**config.mk**
```make
export PLATFORM = sky130hd
export DESIGN_NAME = wds_top
export DESIGN_NICKNAME = d
export VERILOG_FILES = /design/src/include/wds_pkg.sv /design/src/verilog/wds_sync.sv /design/src/verilog/wds_top.sv
export VERILOG_INCLUDE_DIRS = /design/src /design/src/include
export SDC_FILE = /design/constraint.sdc
export NUM_CORES = 1
export LEC_CHECK = 0
export ABC_CLOCK_PERIOD_IN_PS = 4100
export BUFFER_PORTS_ARGS = -buffer_cell sky130_fd_sc_hd__buf_2
export CORE_ASPECT_RATIO = 1.25
export CORE_UTILIZATION = 50
export CTS_CLUSTER_SIZE = 14
export DETAILED_ROUTE_END_ITERATION = 10
export PLACE_DENSITY = 0.71
export SETUP_SLACK_MARGIN = 0.5
export SYNTH_ARGS = -nofsm -noshare
export SYNTH_HDL_FRONTEND = slang
export SYNTH_HIERARCHICAL = 1
export SYNTH_SLANG_ARGS = --single-unit
```
**constraint.sdc**
```tcl
create_clock -name clk -period 4.1 [get_ports clk]
set_input_delay 0.615 -clock clk [delete_from_list [all_inputs] [get_ports clk]]
set_output_delay 0.615 -clock clk [all_outputs]
set_load 0.03 [all_outputs]
```
**src/include/wds_consts.svh**
```systemverilog
// Constants for the wiper decrement sequencer
`ifndef WDS_CONSTS_SVH
`define WDS_CONSTS_SVH
// ----------------------------------------
// Register addresses
// ----------------------------------------
`define WDS_ADDR_WIPER0      4'h0
`define WDS_ADDR_WIPER1      4'h1
`define WDS_ADDR_WIPER2      4'h4
// ----------------------------------------
// Command byte fields
// ----------------------------------------
`define WDS_CMD_STEP_DOWN    2'h2
`define WDS_BITS_PER_CMD     4'h8
`define WDS_ERR_BIT_CNT      4'h6
// ----------------------------------------
// Wiper scale values
// ----------------------------------------
`define WDS_FULL_8BIT        9'h100
`define WDS_FULL_7BIT        9'h080
`define WDS_ZERO_SCALE       9'h000
`define WDS_WIPER_RESET_8BIT 9'h080
`define WDS_WIPER_RESET_7BIT 9'h040
`endif

```
**src/include/wds_pkg.sv**
```systemverilog
// Types for the wiper decrement sequencer
package wds_pkg;
    typedef logic [8:0] wds_wiper_t;
    typedef enum logic [1:0] {
        WDS_IDLE,
        WDS_SHIFT,
        WDS_ERROR
    } wds_state_t;
endpackage : wds_pkg

```
**src/verilog/wds_sync.sv**
```systemverilog
// Two-stage synchroniser for one level
`timescale 1ns/10ps
module wds_sync (
    input  wire logic clk,
    input  wire logic sys_rst,
    input  wire logic din,
    output logic      dout
);
    logic meta_r;
    always_ff @(posedge clk or posedge sys_rst) begin
        if (sys_rst) begin
            meta_r <= 1'b0;
            dout   <= 1'b0;
        end else begin
            meta_r <= din;
            dout   <= meta_r;
        end
    end
endmodule : wds_sync

```
**src/verilog/wds_top.sv**
```systemverilog
// Serial step-down command sequencer for three volatile wiper registers
// Behaviour
// RULE1: Step-down commands are taken only for wiper addresses 00h, 01h and 04h.
// RULE2: Each command in one frame acts on the wiper its own address selects.
// RULE3: Each accepted command lowers the selected wiper by exactly one.
// RULE4: Stepping down works from full scale, 100h for 8-bit and 80h for 7-bit.
// RULE5: A wiper above full scale is left unchanged by a step-down command.
// RULE6: A wiper at zero stays at zero and never wraps.
// RULE7: Commands repeat inside one frame with no chip-select release needed.
// RULE8: Any other valid command may follow a step-down in the same frame; here any command code other than step-down is refused as an error.
// RULE9: The wiper changes only after the eighth serial clock of the byte.
// RULE10: The host releases chip select promptly after the last wanted step.
// RULE11: The error flag is driven on serial data out at the seventh clock.
// RULE12: Only volatile addresses are valid; any other address is an error.
// RULE13: A byte is four address bits MSB first, two command bits, two spare bits.
`timescale 1ns/10ps
`include "wds_consts.svh"
module wds_top
    import wds_pkg::*;
(
    input  wire logic        clk,
    input  wire logic        sys_rst,
    input  wire logic        eight_bit_part,
    input  wire logic        cs_n,
    input  wire logic        sck,
    input  wire logic        sdi,
    output logic             sdo_out,
    output logic             sdo_oe,
    output wds_wiper_t       wiper0,
    output wds_wiper_t       wiper1,
    output wds_wiper_t       wiper2,
    output logic             command_error_flag
);
    // ----------------------------------------
    // Pin synchronisers
    // ----------------------------------------
    logic cs_n_s;
    logic cs_act_s;
    logic eight_s;
    logic sck_s;
    logic sdi_s;
    logic sck_d_r;
    // Select synchronised active high so that reset reads as deselected
    wds_sync u_cs  (.clk(clk), .sys_rst(sys_rst), .din(~cs_n), .dout(cs_act_s));
    wds_sync u_width (.clk(clk), .sys_rst(sys_rst), .din(eight_bit_part), .dout(eight_s));
    assign cs_n_s = ~cs_act_s;
    wds_sync u_sck (.clk(clk), .sys_rst(sys_rst), .din(sck),  .dout(sck_s));
    wds_sync u_sdi (.clk(clk), .sys_rst(sys_rst), .din(sdi),  .dout(sdi_s));

    logic sck_rise;
    logic sck_fall;
    assign sck_rise = sck_s & ~sck_d_r & ~cs_n_s;
    assign sck_fall = ~sck_s & sck_d_r & ~cs_n_s;

    always_ff @(posedge clk or posedge sys_rst) begin
        if (sys_rst) begin
            sck_d_r <= 1'b0;
        end else begin
            sck_d_r <= sck_s;
        end
    end

    // ----------------------------------------
    // Decode helpers
    // ----------------------------------------
    function automatic logic addr_valid(input logic [3:0] a);
        addr_valid = (a == `WDS_ADDR_WIPER0) || (a == `WDS_ADDR_WIPER1) ||
                     (a == `WDS_ADDR_WIPER2);
    endfunction : addr_valid

    function automatic wds_wiper_t step_down(input wds_wiper_t v, input logic eight);
        wds_wiper_t full;
        full = eight ? `WDS_FULL_8BIT : `WDS_FULL_7BIT;
        if (v > full || v == `WDS_ZERO_SCALE) begin
            step_down = v;
        end else begin
            step_down = v - 9'h001;
        end
    endfunction : step_down

    // ----------------------------------------
    // Frame state and bit counter
    // ----------------------------------------
    wds_state_t  state_r;
    logic [3:0]  bit_cnt_r;
    logic [7:0]  shift_r;
    logic [7:0]  byte_nxt;
    logic        byte_done;
    logic        eight_r;
    assign byte_nxt  = {shift_r[6:0], sdi_s};
    assign byte_done = sck_rise && (bit_cnt_r == `WDS_BITS_PER_CMD - 4'h1);

    always_ff @(posedge clk or posedge sys_rst) begin
        if (sys_rst) begin
            state_r   <= WDS_IDLE;
            bit_cnt_r <= 4'h0;
            shift_r   <= 8'h00;
        end else if (cs_n_s) begin
            state_r   <= WDS_IDLE;
            bit_cnt_r <= 4'h0;
        end else begin
            unique case (state_r)
                WDS_IDLE: begin
                    state_r <= WDS_SHIFT;
                end
                WDS_SHIFT: begin
                    if (sck_rise) begin
                        shift_r <= byte_nxt;
                        // Counter wraps so the next byte starts at once [RULE7]
                        bit_cnt_r <= byte_done ? 4'h0 : bit_cnt_r + 4'h1;
                        if (bit_cnt_r == `WDS_ERR_BIT_CNT - 4'h1 &&
                            !(addr_valid(byte_nxt[5:2]) &&
                              byte_nxt[1:0] == `WDS_CMD_STEP_DOWN)) begin
                            state_r <= WDS_ERROR; // [RULE12]
                        end
                    end
                end
                WDS_ERROR: begin
                    state_r <= WDS_ERROR;
                end
            endcase
        end
    end

    // ----------------------------------------
    // Part width strap caught whenever idle and deselected
    // ----------------------------------------
    always_ff @(posedge clk or posedge sys_rst) begin
        if (sys_rst) begin
            eight_r <= 1'b1;
        end else if (state_r == WDS_IDLE && cs_n_s) begin
            eight_r <= eight_s;
        end
    end

    // ----------------------------------------
    // Wiper update at the eighth clock
    // ----------------------------------------
    logic [3:0] cmd_addr;
    logic       cmd_ok;
    // Whole byte with the eighth bit, which is not yet in shift_r
    assign cmd_addr = byte_nxt[7:4];
    assign cmd_ok   = state_r == WDS_SHIFT && byte_nxt[3:2] == `WDS_CMD_STEP_DOWN; // [RULE13]

    always_ff @(posedge clk or posedge sys_rst) begin
        if (sys_rst) begin
            wiper0 <= `WDS_WIPER_RESET_8BIT;
            wiper1 <= `WDS_WIPER_RESET_8BIT;
            wiper2 <= `WDS_WIPER_RESET_8BIT;
        end else if (byte_done && cmd_ok) begin // [RULE9] [RULE8]
            unique case (cmd_addr) // [RULE1] [RULE2]
                `WDS_ADDR_WIPER0: wiper0 <= step_down(wiper0, eight_r); // [RULE3] [RULE4]
                `WDS_ADDR_WIPER1: wiper1 <= step_down(wiper1, eight_r); // [RULE5]
                `WDS_ADDR_WIPER2: wiper2 <= step_down(wiper2, eight_r); // [RULE6]
                default: begin
                end
            endcase
        end
    end

    // ----------------------------------------
    // Serial data out and error flag
    // ----------------------------------------
    always_ff @(posedge clk or posedge sys_rst) begin
        if (sys_rst) begin
            sdo_out            <= 1'b1;
            sdo_oe             <= 1'b0;
            command_error_flag <= 1'b0;
        end else if (cs_n_s) begin
            sdo_out            <= 1'b1;
            sdo_oe             <= 1'b0;
            command_error_flag <= 1'b0;
        end else if (sck_fall && bit_cnt_r == `WDS_ERR_BIT_CNT) begin
            // Open drain: pull low only to report an error [RULE11]
            sdo_out            <= 1'b0;
            sdo_oe             <= state_r == WDS_ERROR;
            command_error_flag <= state_r == WDS_ERROR;
        end else if (state_r == WDS_ERROR) begin
            sdo_oe             <= command_error_flag;
        end
    end

    // ----------------------------------------
    // Checks
    // ----------------------------------------
    chk_zero_no_wrap: assert property (@(posedge clk) disable iff (sys_rst) // [RULE6]
        $past(wiper0) == 9'h000 |-> wiper0 == 9'h000)
        else $error("wiper0 wrapped below zero");
    chk_above_full: assert property (@(posedge clk) disable iff (sys_rst) // [RULE5]
        $past(wiper1) > 9'h100 |-> wiper1 == $past(wiper1))
        else $error("wiper1 changed above full scale");
    chk_single_step: assert property (@(posedge clk) disable iff (sys_rst) // [RULE3]
        wiper2 != $past(wiper2) |-> wiper2 == $past(wiper2) - 9'h001)
        else $error("wiper2 moved by more than one");
    chk_eighth_only: assert property (@(posedge clk) disable iff (sys_rst) // [RULE9]
        wiper0 != $past(wiper0) |-> $past(byte_done))
        else $error("wiper0 moved away from eighth clock");
    chk_frame_only: assert property (@(posedge clk) disable iff (sys_rst) // [RULE7]
        $past(cs_n_s) |-> wiper1 == $past(wiper1))
        else $error("wiper1 moved outside a frame");
    chk_err_sticky: assert property (@(posedge clk) disable iff (sys_rst) // [RULE12]
        state_r == WDS_ERROR && !cs_n_s |=> state_r == WDS_ERROR || cs_n_s)
        else $error("error state left inside frame");
    chk_err_drive: assert property (@(posedge clk) disable iff (sys_rst) // [RULE11]
        sdo_oe |-> state_r == WDS_ERROR && sdo_out == 1'b0)
        else $error("sdo driven without error");
    chk_no_drive_idle: assert property (@(posedge clk) disable iff (sys_rst) // [RULE11]
        ##1 $past(cs_n_s) |-> !sdo_oe)
        else $error("sdo driven while deselected");
    chk_frozen_in_error: assert property (@(posedge clk) disable iff (sys_rst) // [RULE12]
        state_r == WDS_ERROR |=> wiper0 == $past(wiper0) && wiper1 == $past(wiper1) &&
            wiper2 == $past(wiper2))
        else $error("wiper moved after a refused command");
    chk_flag_error_only: assert property (@(posedge clk) disable iff (sys_rst) // [RULE11]
        command_error_flag |-> state_r == WDS_ERROR)
        else $error("error flag raised for a good command");

    // Main scenarios
    cov_step: cover property (@(posedge clk) disable iff (sys_rst)
        wiper0 != $past(wiper0));
    cov_two: cover property (@(posedge clk) disable iff (sys_rst)
        byte_done && cmd_ok ##[1:200] byte_done && cmd_ok);
    cov_err: cover property (@(posedge clk) disable iff (sys_rst) sdo_oe);
    cov_clamp: cover property (@(posedge clk) disable iff (sys_rst)
        byte_done && cmd_ok && cmd_addr == `WDS_ADDR_WIPER2 && wiper2 == `WDS_ZERO_SCALE);
    cov_cut_frame: cover property (@(posedge clk) disable iff (sys_rst)
        $rose(cs_n_s) && bit_cnt_r != 4'h0);
endmodule : wds_top

```
# Word-level counts from Yosys, hierarchy flattened
# Index checks and enable logic that the tools add are counted.
# word_totals
reg_bits	53
latch_bits	0
ramBits	0
romBits	0
inputBits	6
elab_cells	95
mem_count	0
# classes
add_sub_neg	4
mul	0
div_mod_pow	0
n_lt_le_gt_ge	3
n_eq_ne	17
n_shift	0
mux	16
bitwise_logic	11
n_reduce_logical	25
# op_table
cell	n
$gt 9x9->1	3
$logic_not 9->1	3
$sub 9x1->9 const B	3
$eq 4x3->1 const B	5
$mux 4	4
$reduce_and 3->1	4
$mux 9	1
$ne 3x3->1 const B	3
$eq 4x1->1 const B	2
$logic_not 4->1	2
$logic_and 1x1->1	7
$mux 1	7
$not 1->1	7
$eq 2x2->1 const B	3
$mux 2	3
$ne 2x2->1 const B	3
$pmux 2 s3	1
$logic_or 1x1->1	5
$add 4x1->4 const B	1
$and 1x1->1	4
$reduce_and 2->1	2
$eq 2x1->1 const B	1
$logic_not 2->1	1
$logic_not 1->1	1

# Logic depth before layout (Yosys ltp)
# depth
word_depth	10
ltp_mapped	9
mapped_depth_nobuf	7

# By module
# The synthesis kept the hierarchy.
# modules_own_cells
mod	n_inst	cells_per_inst	area_each_um2	seq_area_each_um2
wds_top	1	241	2393.5	1132.3
wds_sync	4	3	53.8	50.0

# Worst setup path before layout
# Ideal clock, no wire load.
# synth_path
path_kind	register to register
from	register wiper1[3]
to	register wiper1[5]
arrival_time_ns	2.297
required_time_ns	3.965
slack_ns	1.668
stages_incl_launch_ff	6
path_buffers	0
synth_period_minus_slack_ns	2.432
cell_sequence	dfrtp_1 > or4_4 > o32a_1 > a2111oi_4 > nand3_1 > xnor2_1
# synth_via
elab_chain_len	4
word_cells_on_any_way	6
# synth_lines
element	line	source
start: declaration	wds_top.sv:30	output wds_wiper_t wiper1,
start signal: assignment	wds_top.sv:148	wiper1 <= `WDS_WIPER_RESET_8BIT;
start signal: assignment	wds_top.sv:153	`WDS_ADDR_WIPER1: wiper1 <= step_down(wiper1, eight_r);
$gt 9x9->1 / $logic_not 9->1 (equally long branches)	n/a	
$logic_or 1x1->1 (no source line)	n/a	
$not 1->1 (no source line)	n/a	
$reduce_and 3->1 (no source line)	n/a	
# Several ways; a longest one is shown, not always the timed one.
# A chain may end at the register's enable or synchronous reset.

# Final worst setup path
# layout_path
from	register eight_r
to	register wiper2[5]
# layout_via
elab_chain_len	5
# layout_lines
element	line	source
start: declaration	wds_top.sv:89	logic eight_r;
start signal: assignment	wds_top.sv:132	eight_r <= eight_s;
$mux 9 (no source line)	n/a	
$gt 9x9->1	wds_top.sv:74	if (v > full || v == `WDS_ZERO_SCALE) begin
$logic_or 1x1->1 (no source line)	n/a	
$not 1->1 (no source line)	n/a	
$reduce_and 3->1 (no source line)	n/a	
end signal: assignment	wds_top.sv:149	wiper2 <= `WDS_WIPER_RESET_8BIT;
end signal: assignment	wds_top.sv:154	`WDS_ADDR_WIPER2: wiper2 <= step_down(wiper2, eight_r);
end: declaration	wds_top.sv:31	output wds_wiper_t wiper2,
# No other way between the ends.

==> flow_metrics.py <==
metrics = {
    "floorplanning": {
        "die-height_um": 82.8,
        "fp.dieW_um": 66.6,
        "dieArea_um2": 5510,
        "pin_count": 36,
        "core_area_um2": 5040,
        "initial_core_util": 0.517,
        "core.rowCount": 29,
    },
    "finish": {
        "final_design_area_no_fill_um2": 2950,
        "final_net_count": 316,
        "insertedDiodeCount": 0,
        "layout_commonest_cell": "sky130_fd_sc_hd__dfrtp_1",
        "highest_count_cells_in_the_layout_ignoring_fill_and_taps": "sky130_fd_sc_hd__dfrtp_1 (48), sky130_fd_sc_hd__nand2_1 (35), sky130_fd_sc_hd__buf_2 (35)",
        "regArea_um2": 1330,
        "instances_no_fill": 356,
        "final_core_utilization": 0.585,
        "combined_area_of_the_multi_input_logic_cells_um2": 1170,
        "syn_to_final_growth_pct": 13.2,
        "post_route_cells_drive_above_1_share": 0.184,
        "num-fill-cells": 456,
    },
    "pwr": {
        "switching_share": 0.282,
        "post-layout-total-power_mw": 1.09,
        "comb_power_share": 0.174,
        "irDropWorstVdd_v": 0.000254,
        "power_spent_charging_and_discharging_nets_mw": 0.307,
        "power_per_cell_area_nw_per_um2": 368,
        "power.leakage_nw": 1.56,
        "intPower_mw": 0.780,
        "pwr-share-clk": 0.285,
        "pwr-share-seq": 0.541,
    },
    "critical_path": {
        "worstSetupEndpointType": "flip-flop",
        "arrival_ns": 2.66,
        "critical_path.max_fanout": 10,
        "cp.required_ns": 4.34,
        "startpoint_type": "flip-flop",
        "regToRegStartpoint": "eight_r",
        "timing_worst_setup_path_type": "reg2reg",
        "setup.reg_to_reg.worst_slack_ns": 1.68,
        "r2r_cells": 7,
        "worstReg2RegEnd": "wiper2[5]",
    },
    "clock_tree": {
        "clockRootBuffer": "sky130_fd_sc_hd__clkbuf_8",
        "cts_num_sinks": 53,
        "cts_resized": 0,
        "cts_post_setup_buffers_inserted": 0,
        "cts_buffer_depth": 2,
        "htree_num_levels": 2,
        "cts.reportedPaths.clkPinSlew_ns": 0.10,
        "clk_latency_ns": 0.31,
        "postCtsHoldBufs": 0,
        "tritoncts.num_buffers": 5,
        "clock_tree_from_tritoncts": "yes",
    },
    "detailed_routing": {
        "drc": 0,
        "drtPass1Iterations": 4,
        "drt_iter0_markers": 51,
        "routed_len_inst_um": 12.6,
        "antenna_left": 0,
        "routed_via_density": 5.14,
        "routed-via-count": 1831,
        "wirelength_mm": 4.49,
    },
    "timing": {
        "final.period_utilization": 0.590,
        "report.final.slew_viol_count": 0,
        "finalHoldViolations": 0,
        "rsz_0062_raised_after_global_routing": "no",
        "timing.fmax_ghz": 0.413,
        "finalSetupViolCount": 0,
        "setup_slack_ns": 1.68,
        "final_period_minus_worst_setup_slack_ns": 2.42,
        "worst_clock_skew_ns": 0.00924,
        "slew_headroom": 0.609,
        "max_slew.worst_pin.slew_ns": 0.582,
        "whs_ns": 0.173,
        "finalSetupTns_ns": 0,
    },
    "placement": {
        "placed_cells": 348,
        "place.gp.congestion": 0.744,
        "detailed_place.area_um2": 2860,
        "port-buffer-count": 35,
        "pre_cts_slack_ns": 1.68,
        "place.detailed.hpwl_mm": 3.26,
    },
    "synth": {
        "synth.yosys.seq_area_share": 0.511,
        "mean_instance_size_in_the_synthesized_netlist_um2": 10.3,
        "flops_latches_synth": 53,
        "post_synth_inst_count": 253,
        "synthesized_net_count": 276,
        "ys_types": 39,
        "ys.warnings.count": 6,
        "post_synthesis_cell_area_um2": 2610,
    },
    "global_routing": {
        "first_pass_grt_wire_length_mm": 7.48,
        "grt_pass1_vias": 1695,
        "antenna_violations_before_repair": 0,
        "gr-total-overflow": 0,
        "global_route.usage.total": 0.183,
        "grt_start_max_net_pins": 46,
    },
    "run_status": {
        "run_status": "completed",
    },
    "min_path": {
        "hold_path_class": "in2async",
    },
    "run": {
        "maxCapViolations": 0,
    },
}
power by group through the flow:
stage                     Clock [mW]  Combinational (mW)  Sequential (mW)
after floorplan                    0               0.156            0.589
after global placement             0               0.183            0.597
after detailed placement           0               0.192            0.598
after CTS                      0.322               0.194            0.589
after global routing           0.338               0.223            0.594
final                          0.310               0.189            0.588
cell usage after synthesis:
cell type                   count  area share
sky130_fd_sc_hd__nor4_1         6       0.014
sky130_fd_sc_hd__nand4_1        3      0.0072
sky130_fd_sc_hd__a31o_2         1      0.0034
sky130_fd_sc_hd__xnor2_1       11       0.037
sky130_fd_sc_hd__nor3_1        12       0.023
sky130_fd_sc_hd__o21ai_0        6       0.012
sky130_fd_sc_hd__dfstp_2        5       0.050
sky130_fd_sc_hd__clkbuf_1       2      0.0029
sky130_fd_sc_hd__dfrtp_1       48        0.46
sky130_fd_sc_hd__a2111oi_4      1       0.011
sky130_fd_sc_hd__or3b_2         1      0.0034
sky130_fd_sc_hd__a2111o_1       1      0.0043
sky130_fd_sc_hd__and4_1         1      0.0034
sky130_fd_sc_hd__and3b_1        1      0.0034
sky130_fd_sc_hd__nor3b_1        1      0.0029
sky130_fd_sc_hd__or2_2          1      0.0024
sky130_fd_sc_hd__nor4bb_1       1      0.0038
sky130_fd_sc_hd__mux2i_1        4       0.015
sky130_fd_sc_hd__inv_1         26       0.037
sky130_fd_sc_hd__nand3_1        5      0.0096
sky130_fd_sc_hd__nand3b_1       1      0.0029
sky130_fd_sc_hd__a2bb2oi_1      1      0.0034
sky130_fd_sc_hd__nand2b_1       2      0.0048
sky130_fd_sc_hd__nor2b_1        7       0.017
sky130_fd_sc_hd__and3_1         1      0.0024
sky130_fd_sc_hd__or4_4          1      0.0043
sky130_fd_sc_hd__a21oi_1        9       0.017
sky130_fd_sc_hd__nand4b_1       2      0.0067
sky130_fd_sc_hd__nand2_1       35       0.050
sky130_fd_sc_hd__or3_1          2      0.0048
sky130_fd_sc_hd__o32a_1         1      0.0038
sky130_fd_sc_hd__nor4b_1        1      0.0034
sky130_fd_sc_hd__or4_1          6       0.017
sky130_fd_sc_hd__ha_1          17       0.082
sky130_fd_sc_hd__and4b_1        2      0.0077
sky130_fd_sc_hd__o21ai_1        1      0.0019
sky130_fd_sc_hd__nor2_1        13       0.019
sky130_fd_sc_hd__buf_2          1      0.0019
sky130_fd_sc_hd__xor2_1        13       0.044
worst max-delay path, cell delays in order (launching register included):
cell                        delay [ns]
sky130_fd_sc_hd__dfstp_2          0.53
sky130_fd_sc_hd__inv_1            0.14
sky130_fd_sc_hd__ha_1             0.33
sky130_fd_sc_hd__and4b_1          0.20
sky130_fd_sc_hd__a2bb2oi_1        0.06
sky130_fd_sc_hd__a2111o_1         0.56
sky130_fd_sc_hd__nor4_1           0.35
sky130_fd_sc_hd__xor2_1           0.18
area by class of cell:
cell class / count / share of cell area
Sequential cell: 53 / 0.451
Multi-Input combinational cell: 171 / 0.395
Timing Repair Buffer: 36 / 0.0619
Inverter: 26 / 0.0331
Clock buffer: 6 / 0.0280
Tap cell: 62 / 0.0263
Clock inverter: 2 / 0.00466
kinds of logic (layout without fill, tap and decap cells):
family / after synthesis / in the layout / synth area share
simple gates: 105 / 105 / 0.213
fa+ha+maj: 17 / 17 / 0.0815
compound gates: 21 / 21 / 0.0561
flops: 53 / 53 / 0.511
buf+inv: 29 / 70 / 0.0422
mux: 4 / 4 / 0.0153
xor+xnor: 24 / 24 / 0.0806
worst max path at each step:
| stage | from | endpoint | cells past startpoint |
|---|---|---|---|
| after floorplan | wiper1[3] | wiper1[5] | 5 |
| after global placement | eight_r | wiper2[5] | 7 |
| after detailed placement | eight_r | wiper2[5] | 7 |
| after CTS | eight_r | wiper2[5] | 7 |
| after global routing | eight_r | wiper1[5] | 7 |
| final | eight_r | wiper2[5] | 7 |
flip-flops by register name, summed over array words and instances (netlist names), 2 cells and up:
signal     flops
state_r        2
wiper0         9
wiper1         9
wiper2         9
bit_cnt_r      4
shift_r        7
layer usage:
layer	vias up	share of wire	global-route usage
met5	-	0	0
met4	0	0.020	0.0766
met3	6	0.025	0.0412
met2	23	0.51	0.315
met1	872	0.45	0.217
li1	930	-	-
(Power assumes the default switching activity.)
